$ cat src/verilog/unused_placeholder_none.sv
// Intentionally empty design unit list marker
`timescale 1ns/1ps

$ cat src/verilog/css_pkg.sv
// Constants and types of the conversion scheduler configuration block
// Behaviour
// - Offset low bits weigh 2, 1, 0.5 degrees
// - Standby bit set: a pass already converting runs to its end, then convert only on one-shot
// - Interval select: continuous, 0.364 s, 1 s, 2.5 s
// - Convert enabled channels, then idle until interval
// - Disabled channels are skipped in the sequence
// - Timed intervals stay fixed despite skipped channels
// - Enable bits: remote two, remote one, local
// - Unassigned bits read zero, ignore writes
// - One-shot write in standby runs one pass
// - Offset added to raw remote result before storing
package css_pkg;
  // Register command bytes
  localparam logic [7:0] CSS_ADDR_MAIN_CFG = 8'h03;
  localparam logic [7:0] CSS_ADDR_INTERVAL = 8'h04;
  localparam logic [7:0] CSS_ADDR_CHAN_EN = 8'h05;
  localparam logic [7:0] CSS_ADDR_ONE_SHOT = 8'h0f;
  // Field positions
  localparam int CSS_HOLD_BIT = 6;
  localparam int CSS_LOCAL_BIT = 0;
  localparam int CSS_REMOTE_ONE_BIT = 1;
  localparam int CSS_REMOTE_TWO_BIT = 2;
  // Values after reset
  localparam logic [7:0] CSS_MAIN_CFG_RST = 8'h00;
  localparam logic [7:0] CSS_INTERVAL_RST = 8'h02;
  localparam logic [7:0] CSS_CHAN_EN_RST = 8'h1f;
  // Channel numbers
  localparam logic [1:0] CSS_CH_LOCAL = 2'h0;
  localparam logic [1:0] CSS_CH_REMOTE_ONE = 2'h1;
  localparam logic [1:0] CSS_CH_REMOTE_TWO = 2'h2;
  // Interval select codes
  localparam logic [1:0] CSS_ISEL_CONT = 2'h0;
  localparam logic [1:0] CSS_ISEL_SHORT = 2'h1;
  localparam logic [1:0] CSS_ISEL_MID = 2'h2;
  // Interval times in us and clock rate in MHz
  localparam int CSS_INTERVAL_SHORT_US = 364000;
  localparam int CSS_INTERVAL_MID_US = 1000000;
  localparam int CSS_INTERVAL_LONG_US = 2500000;
  localparam int CSS_CLK_MHZ = 250;
  // Offset fraction: offset lsb is 0.5 C, raw lsb 0.125 C
  localparam int CSS_OFFSET_SHIFT = 2;
  // Scheduler states, Gray along idle, convert, wait
  typedef enum logic [1:0]
  {
    CSS_IDLE = 2'b00,
    CSS_CONV = 2'b01,
    CSS_WAIT = 2'b11
  } css_state_t;
endpackage : css_pkg

$ cat src/verilog/css_scheduler.sv
// Conversion scheduler with configuration registers
`timescale 1ns/1ps
module css_scheduler #(
  parameter int RAW_W = 11,
  parameter int unsigned INTERVAL_SHORT_CYC = css_pkg::CSS_INTERVAL_SHORT_US * css_pkg::CSS_CLK_MHZ,
  parameter int unsigned INTERVAL_MID_CYC = css_pkg::CSS_INTERVAL_MID_US * css_pkg::CSS_CLK_MHZ,
  parameter int unsigned INTERVAL_LONG_CYC = css_pkg::CSS_INTERVAL_LONG_US * css_pkg::CSS_CLK_MHZ
)(
  input wire logic mclk,
  input wire logic nrst,
  input wire logic [7:0] reg_addr,
  input wire logic reg_wr,
  input wire logic [7:0] reg_wdata,
  input wire logic reg_rd,
  output logic [7:0] reg_rdata,
  output logic conv_start,
  output logic [1:0] conv_channel,
  input wire logic conv_done,
  input wire logic signed [RAW_W-1:0] conv_raw,
  input wire logic signed [7:0] remote_one_offset,
  input wire logic signed [7:0] remote_two_offset,
  output logic signed [RAW_W-1:0] local_temp,
  output logic signed [RAW_W-1:0] remote_one_temp,
  output logic signed [RAW_W-1:0] remote_two_temp,
  output logic temp_update,
  output logic busy,
  output logic low_power_hold
);
  import css_pkg::*;

  typedef struct packed {
    css_state_t state;
    // Configuration fields
    logic hold;
    logic [1:0] isel;
    logic [2:0] en;
    // Pass progress
    logic shot_pend;
    logic [1:0] chan;
    logic [31:0] timer;
    // Registered outputs
    logic start;
    logic update;
    logic [7:0] rdata;
    logic signed [RAW_W-1:0] t_local;
    logic signed [RAW_W-1:0] t_rem1;
    logic signed [RAW_W-1:0] t_rem2;
  } css_regs_t;

  css_regs_t s;
  css_regs_t next_s;

  // Lowest enabled channel at or above a start point; bit 2 flags found
  function automatic logic [2:0] css_pick(input logic [2:0] en, input logic [2:0] from);
    logic [2:0] res;
    res = 3'h0;
    for (int i = 2; i >= 0; i--)
    begin
      if (en[i] && (3'(i) >= from))
        res = {1'b1, 2'(i)};
    end
    return res;
  endfunction : css_pick

  // Offset in half degrees scaled to raw lsb and added
  function automatic logic signed [RAW_W-1:0] css_apply_offset(
    input logic signed [RAW_W-1:0] raw,
    input logic signed [7:0] ofs);
    logic signed [RAW_W+1:0] wide;
    wide = (RAW_W+2)'(raw) + ((RAW_W+2)'(ofs) <<< CSS_OFFSET_SHIFT);
    return wide[RAW_W-1:0];
  endfunction : css_apply_offset

  // Cycle count of the selected interval
  function automatic logic [31:0] css_limit(input logic [1:0] isel);
    case (isel)
      CSS_ISEL_SHORT: return INTERVAL_SHORT_CYC;
      CSS_ISEL_MID: return INTERVAL_MID_CYC;
      default: return INTERVAL_LONG_CYC;
    endcase
  endfunction : css_limit

  // Combinational helpers of the next-state logic
  logic [2:0] pick;
  logic signed [RAW_W-1:0] adj;
  logic shot_wr;

  // Accepted one-shot request; beats the clear at pass start
  assign shot_wr = reg_wr && (reg_addr == CSS_ADDR_ONE_SHOT) && s.hold;

  // Next state of registers and scheduler
  always_comb
  begin
    next_s = s;
    next_s.start = 1'b0;
    next_s.update = 1'b0;
    pick = 3'h0;
    adj = '0;
    // Register writes; unassigned bits dropped
    if (reg_wr)
    begin
      case (reg_addr)
        CSS_ADDR_MAIN_CFG: next_s.hold = reg_wdata[CSS_HOLD_BIT];
        CSS_ADDR_INTERVAL: next_s.isel = reg_wdata[1:0];
        CSS_ADDR_CHAN_EN: next_s.en = reg_wdata[2:0];
        CSS_ADDR_ONE_SHOT:
        begin
          if (s.hold)
            next_s.shot_pend = 1'b1;
        end
        default: ;
      endcase
    end
    // Register reads, unmapped and one-shot read zero
    if (reg_rd)
    begin
      case (reg_addr)
        CSS_ADDR_MAIN_CFG: next_s.rdata = 8'(s.hold) << CSS_HOLD_BIT;
        CSS_ADDR_INTERVAL: next_s.rdata = {6'h00, s.isel};
        CSS_ADDR_CHAN_EN: next_s.rdata = {5'h00, s.en};
        default: next_s.rdata = 8'h00;
      endcase
    end
    case (s.state)
      CSS_IDLE:
      begin
        // Start a pass when running, or on a pending one-shot
        if (!s.hold || s.shot_pend)
        begin
          // A one-shot taken in this very cycle stays pending
          next_s.shot_pend = shot_wr;
          // Start cycle is the first cycle of the interval
          next_s.timer = 32'h1;
          pick = css_pick(s.en, 3'h0);
          if (pick[2])
          begin
            next_s.chan = pick[1:0];
            next_s.start = 1'b1;
            next_s.state = CSS_CONV;
          end
          else if (!s.hold && s.isel != CSS_ISEL_CONT)
            next_s.state = CSS_WAIT;
        end
      end
      CSS_CONV:
      begin
        next_s.timer = s.timer + 32'h1;
        if (conv_done)
        begin
          next_s.update = 1'b1;
          // Store the reading, remote ones offset corrected
          case (s.chan)
            CSS_CH_REMOTE_ONE:
            begin
              adj = css_apply_offset(conv_raw, remote_one_offset);
              next_s.t_rem1 = adj;
            end
            CSS_CH_REMOTE_TWO:
            begin
              adj = css_apply_offset(conv_raw, remote_two_offset);
              next_s.t_rem2 = adj;
            end
            default: next_s.t_local = conv_raw;
          endcase
          // Next enabled channel, skipping disabled ones
          pick = css_pick(s.en, {1'b0, s.chan} + 3'h1);
          if (pick[2])
          begin
            next_s.chan = pick[1:0];
            next_s.start = 1'b1;
          end
          else if (s.hold || s.isel == CSS_ISEL_CONT)
            next_s.state = CSS_IDLE;
          else
            next_s.state = CSS_WAIT;
        end
      end
      CSS_WAIT:
      begin
        // Idle to the end of the interval, measured from pass start
        next_s.timer = s.timer + 32'h1;
        if (s.hold)
          next_s.state = CSS_IDLE;
        else if (s.isel == CSS_ISEL_CONT || s.timer >= css_limit(s.isel) - 32'h1)
          next_s.state = CSS_IDLE;
      end
      default: next_s.state = CSS_IDLE;
    endcase
  end

  // State register with synchronous reset
  always_ff @(posedge mclk)
  begin
    if (!nrst)
    begin
      s <= '0;
      s.state <= CSS_IDLE;
      s.hold <= CSS_MAIN_CFG_RST[CSS_HOLD_BIT];
      s.isel <= CSS_INTERVAL_RST[1:0];
      s.en <= CSS_CHAN_EN_RST[2:0];
    end
    else
      s <= next_s;
  end

  // Register bus read data
  assign reg_rdata = s.rdata;

  // Converter handshake
  assign conv_start = s.start;
  assign conv_channel = s.chan;

  // Stored readings and their update strobe
  assign local_temp = s.t_local;
  assign remote_one_temp = s.t_rem1;
  assign remote_two_temp = s.t_rem2;
  assign temp_update = s.update;

  // Status
  assign busy = (s.state == CSS_CONV);
  assign low_power_hold = s.hold;
endmodule : css_scheduler

$ cat config.mk
export PLATFORM = sky130hd
export DESIGN_NAME = css_scheduler
export DESIGN_NICKNAME = d
export VERILOG_FILES = /design/src/verilog/unused_placeholder_none.sv /design/src/verilog/css_pkg.sv /design/src/verilog/css_scheduler.sv
export SDC_FILE = /design/constraint.sdc
export NUM_CORES = 1
export LEC_CHECK = 0
export BUFFER_PORTS_ARGS = -buffer_cell sky130_fd_sc_hd__buf_2
export CORE_MARGIN = 2
export CORE_UTILIZATION = 50
export CTS_BUF_LIST = sky130_fd_sc_hd__clkbuf_8
export DETAILED_ROUTE_END_ITERATION = 6
export PLACE_DENSITY_LB_ADDON = 0.1
export REMOVE_ABC_BUFFERS = 1
export SETUP_SLACK_MARGIN = 0.5
export SLEW_MARGIN = 15
export SYNTH_ARGS = -nofsm -noshare
export SYNTH_HDL_FRONTEND = slang
export SYNTH_SLANG_ARGS = --single-unit
$ cat constraint.sdc
create_clock -name mclk -period 2.9 [get_ports mclk]
set_clock_uncertainty 0.1 [all_clocks]
set_input_delay 0 -clock mclk [delete_from_list [all_inputs] [get_ports mclk]]
set_output_delay 0 -clock mclk [all_outputs]
set_load 0.03 [all_outputs]
=== Word level (Yosys, flattened, before mapping) ===
Cells that the tools add are included.
Widths: inputs -> output; s select.

* Input bits: 48
* Output and inout port bits: 47
* Bits in registers: 86
* Logic and storage cells: 104

* Bitwise gates (word level): 1
* Add/sub/neg operators: 5
* $lt $le $gt $ge: 4
* Reduce and logical (&&, ||, !) cells: 27
* Eq/ne operators: 17
* Muxes and demuxes: 37

{| class="wikitable"
|+ Operator list
! operator !! number
|-
| $mux 32 || 2
|-
| $pmux 32 s2 || 1
|-
| $pmux 30 s2 || 1
|-
| $mux 36 || 1
|-
| $add 32x1->32 const B || 1
|-
| $ge 32x32->1 || 1
|-
| $sub 32x1->32 const B || 1
|-
| $mux 3 || 10
|-
| $mux 2 || 12
|-
| $add 11x10->11 || 2
|-
| $pmux 7 s3 || 1
|-
| $eq 8x3->1 const B || 2
|-
| $reduce_and 2->1 || 5
|-
| $reduce_and 5->1 || 2
|-
| $reduce_and 3->1 || 3
|-
| $eq 8x2->1 const B || 1
|-
| $eq 8x4->1 const B || 1
|-
| $ne 2x2->1 const B || 4
|-
| $eq 2x1->1 const B || 3
|-
| $eq 2x2->1 const B || 3
|-
| $ge 1x3->1 const A || 2
|-
| $logic_and 1x1->1 || 6
|-
| $mux 1 || 6
|-
| $ne 3x3->1 const B || 2
|-
| 12 further kinds || 18
|}

=== Longest topological paths before layout ===
* Depth in word-level cells: 11
* Depth in mapped cells: 10

=== Worst setup path after synthesis ===
OpenSTA, ideal clock, no wires.

* Path kind: reg-to-reg
* From: register s[81] in the netlist's numbering
* To: register s[85] in the netlist's numbering
* Buffers on the path: 0
* Period minus slack after synthesis: 2077 ps
* Arrival: 1863 ps
* Setup time: 115 ps
* Data required time: 2685 ps
* Cell stages (with the launch flop): 11
* Setup slack: 823 ps
* Cell sequence: dfxtp_1 inv_1 ha_1 inv_1 nand2_1 ha_1 nand2_1 nor3_1 a211oi_1 nor3_1 a2111oi_0

* Cells in the longest elaborated chain, start to end: 9
* Elaborated cells on any way between the ends: 19

{| class="wikitable"
|+ RTL lines
! element !! RTL line !! RTL
|-
| start: declaration || css_scheduler.sv:50 || <nowiki>css_regs_t s;</nowiki>
|-
| start signal: assignment || css_scheduler.sv:203 || <nowiki>s <= next_s;</nowiki>
|-
| $eq 2x2->1 / $eq 2x1->1 (equally long branches) || css_scheduler.sv:76 || <nowiki>case (isel)</nowiki>
|-
| $pmux 30 s2 || css_scheduler.sv:76 ||
|-
| $mux 32 || css_scheduler.sv:182 || <nowiki>if (s.hold)</nowiki>
|-
| $mux 32 || css_scheduler.sv:124 || <nowiki>case (s.state)</nowiki>
|-
| $sub 32x1->32 || css_scheduler.sv:184 || <nowiki>else if (s.isel == CSS_ISEL_CONT || s.timer >= css_limit(s.isel) - 32'h1)</nowiki>
|-
| $ge 32x32->1 || css_scheduler.sv:184 ||
|-
| $logic_or 1x1->1 || css_scheduler.sv:184 ||
|-
| $ne 3x3->1 (no source line) || - ||
|-
| $reduce_and 5->1 (no source line) || - ||
|}

Several ways; a longest one is shown, not always the timed one. The select of a mux whose other input is x is not followed.
A chain may end at the register's enable or synchronous reset.

=== Final worst setup path ===
* From: register s[81] in the netlist's numbering
* To: register s[84] in the netlist's numbering

The elaborated chain is that of the path after synthesis.

==> results_dict.tcl <==
set metrics [dict create \
    status "completed" \
    wl_met1_um 6430 \
    initial_core_util 0.511 \
    finalWirelength_um 13100 \
    netlist_top_cells_area "dfxtp_1, ha_1, nand2_1" \
    yosysMostFrequentCell "nand2_1" \
    dr_wl_met2_um 6000 \
    grt_max_degree 52 \
    rsz0062_at_grt "no" \
    antenna_left 0 \
    num_vias 4769 \
    finalSetupViolations 0 \
    grt_pass1_wl_um 21800 \
    synth-seq-cells 82 \
    route.detailed.drc 0 \
    row_count 37 \
    cp_common_cell "ha_1" \
    cpPeakStageDelay_ns 0.37 \
    slew_viol_final 0 \
    cts.clk_slew.worst_paths_ns 0.09 \
    p_seq_frac 0.469 \
    hold_violations 0 \
    finalSetupTns_ns 0 \
    total_power_mw 2.50 \
    dr_wl_met3_um 459 \
    synth_edf_count 0 \
    yosys-top-cells-count "nand2_1, dfxtp_1, a21oi_1" \
    clockBufferDepth 2 \
    dp_worst_setup_slack_ns 0.551 \
    boundaryPins 95 \
    ys_seq_area_frac 0.314 \
    worstSetupPathType "flip-flop to flip-flop" \
    arrival_ns 2.39 \
    max_slew_margin 0.499 \
    fmax_ghz 0.444 \
    overflow 0 \
    crit_required_ns 3.04 \
    area_delta_synth_final_pct 14.4 \
    internal_power_mw 1.77 \
    grt_pass1_vias 4522 \
    cts_root_buf "clkbuf_8" \
    synth_top_cell_by_area "dfxtp_1" \
    drtPass1Iterations 4 \
    numClockSinks 82 \
    slowest_stage "dfxtp_2" \
    cts_setup_buffers 0 \
    drive_gt1_frac 0.179 \
    whs_ns 0.0514 \
    finalWeightedCongestion 0.843 \
    yosys.area.top_type_share 0.314 \
    syn_area_per_cell_sq_um 8.15 \
    viasPerCell 5.60 \
    synth_ff_type "dfxtp_1" \
    grt.total_usage 0.237 \
    p_comb_frac 0.182 \
    power_density_nw_per_um2 418 \
    path_max_fanout 4 \
    dp.final_hpwl_um 9420 \
    routedWlPerCell_um 15.4 \
    peakVddDrop_mv 0.260 \
    p_leak_nw 2.45 \
    coreArea_sq_um 10200 \
    clkPwrFrac 0.350 \
    min_period_ns 2.25 \
    antenna_cells 0 \
    syn-cell-area_sq_um 5230 \
    synth-async-reset-ratio 0 \
    dieArea_sq_um 11300 \
    end_kind "flip-flop" \
    yosys_warnings 0 \
    die_x_um 106 \
    yosys.cell_types.count 62 \
    htreeDepth 3 \
    swShare 0.293 \
    setup_ws_ns 0.649 \
    port_buffers 86 \
    cts_tree "built" \
    p_sw_mw 0.733 \
    fp.dieH_um 106 \
    nets 807 \
    routed.top_layer "met4" \
    period_share 0.776 \
    grt_antenna_before_repair 0 \
    synthCells 642 \
    worst_slew_pin_slew_ns 0.749 \
    drv_cap 0 \
    clk_latency_ns 0.36 \
    startpoint_type "flip-flop" \
    fill_cells 958 \
    crit_chain "inv_1, ha_1, ha_1, nand3_1, nor4_2, o2111ai_2, a21oi_1, nor3_1" \
    drtIter0Drc 177 \
    holdCritPathClass "primary input to flip-flop" \
    numCtsBuffers 9 \
]
stage by stage:
stage,instances,area (sq um),util
2_1_floorplan,578,4810,-
3_3_place_gp,805,5450,0.533
3_5_place_dp,805,5450,0.533
4_1_cts,852,5970,0.583
5_1_grt,852,5990,0.585
6_report,852,5990,0.585
cells by family after synthesis:
logic type | count (synthesis) | synth area share
AND/OR/NAND/NOR | 260 | 0.262
AO/OA/AOI/OAI | 139 | 0.164
buffers and inverters | 87 | 0.0966
flip-flops | 82 | 0.314
adder cells (fa/ha/maj) | 48 | 0.118
XOR/XNOR | 13 | 0.0218
multiplexers | 12 | 0.0237
other | 1 | 0.000717
placed cells by master (no fill, tap or decap), types with 16 or more instances in the layout:
cell type	synthesis	layout
nor2_1	22	22
inv_1	19	19
dfxtp_1	82	81
nand3_1	30	30
nor3_1	16	16
and3_1	18	18
nand4_1	21	21
buf_2	4	86
nand2_1	91	91
ha_1	46	45
o21ai_0	21	21
a21oi_1	63	63
dlygate4sd3_1	0	31
area by class of cell:
cell class	instances	area (sq um)	area share
inverter	20	75.1	0.0125
multi-input combinational	476	3120	0.520
tap	136	170	0.0284
sequential	82	1640	0.274
timing repair buffer	122	778	0.130
clock buffer	11	151	0.0253
clock inverter	5	53.8	0.00899
worst max-delay path: cells and delay by family (launching register included):
kind,cells,cell delay [ns]
DFF,1,0.37
AOI/OAI and AO/OA,2,0.37
and+or+nand+nor,3,0.52
buffers and inverters,1,0.10
adders and majority gates,2,0.67
power groups by stage:
| stage | combinational (mW) | clock (mW) | sequential [mW] |
|---|---|---|---|
| 2_1_floorplan | 0.229 | 0 | 1.24 |
| 3_3_place_gp | 0.417 | 0 | 1.20 |
| 3_5_place_dp | 0.422 | 0 | 1.20 |
| 4_1_cts | 0.452 | 0.892 | 1.17 |
| 5_1_grt | 0.504 | 0.932 | 1.18 |
| 6_report | 0.455 | 0.875 | 1.17 |
final timing paths:
path         depth (start not counted)                             from  slack (ns)                              end
min reg2reg                          2  remote_two_temp[6]$_SDFFE_PN0P_        0.36  remote_two_temp[6]$_SDFFE_PN0P_
max                                  8               s[81]$_SDFFE_PN0P_        0.65               s[84]$_SDFFE_PN0P_
min                                  4             remote_two_offset[6]        0.05  remote_two_temp[8]$_SDFFE_PN0P_
max reg2reg                          8               s[81]$_SDFFE_PN0P_        0.65               s[84]$_SDFFE_PN0P_
metal layers:
layer  global-route usage  up-vias
li1                     -     2416
met1                0.327     2263
met2                0.375       75
met3               0.0411       15
met4               0.0799        0
met5                    0        -
timing repair:
action | CTS | global route
hold buffers | 31 | 0
endpoints found under the setup margin | 0 | 2
hold endpoints to repair | 37 | 0
resized for setup | 0 | 6
registers in the layout, summed over array words and instances (netlist names):
signal           flops
low_power_hold       1
local_temp          11
temp_update          1
reg_rdata            4
conv_channel         2
s                   40
conv_start           1
remote_two_temp     11
remote_one_temp     11
(Power assumes the default switching activity.)
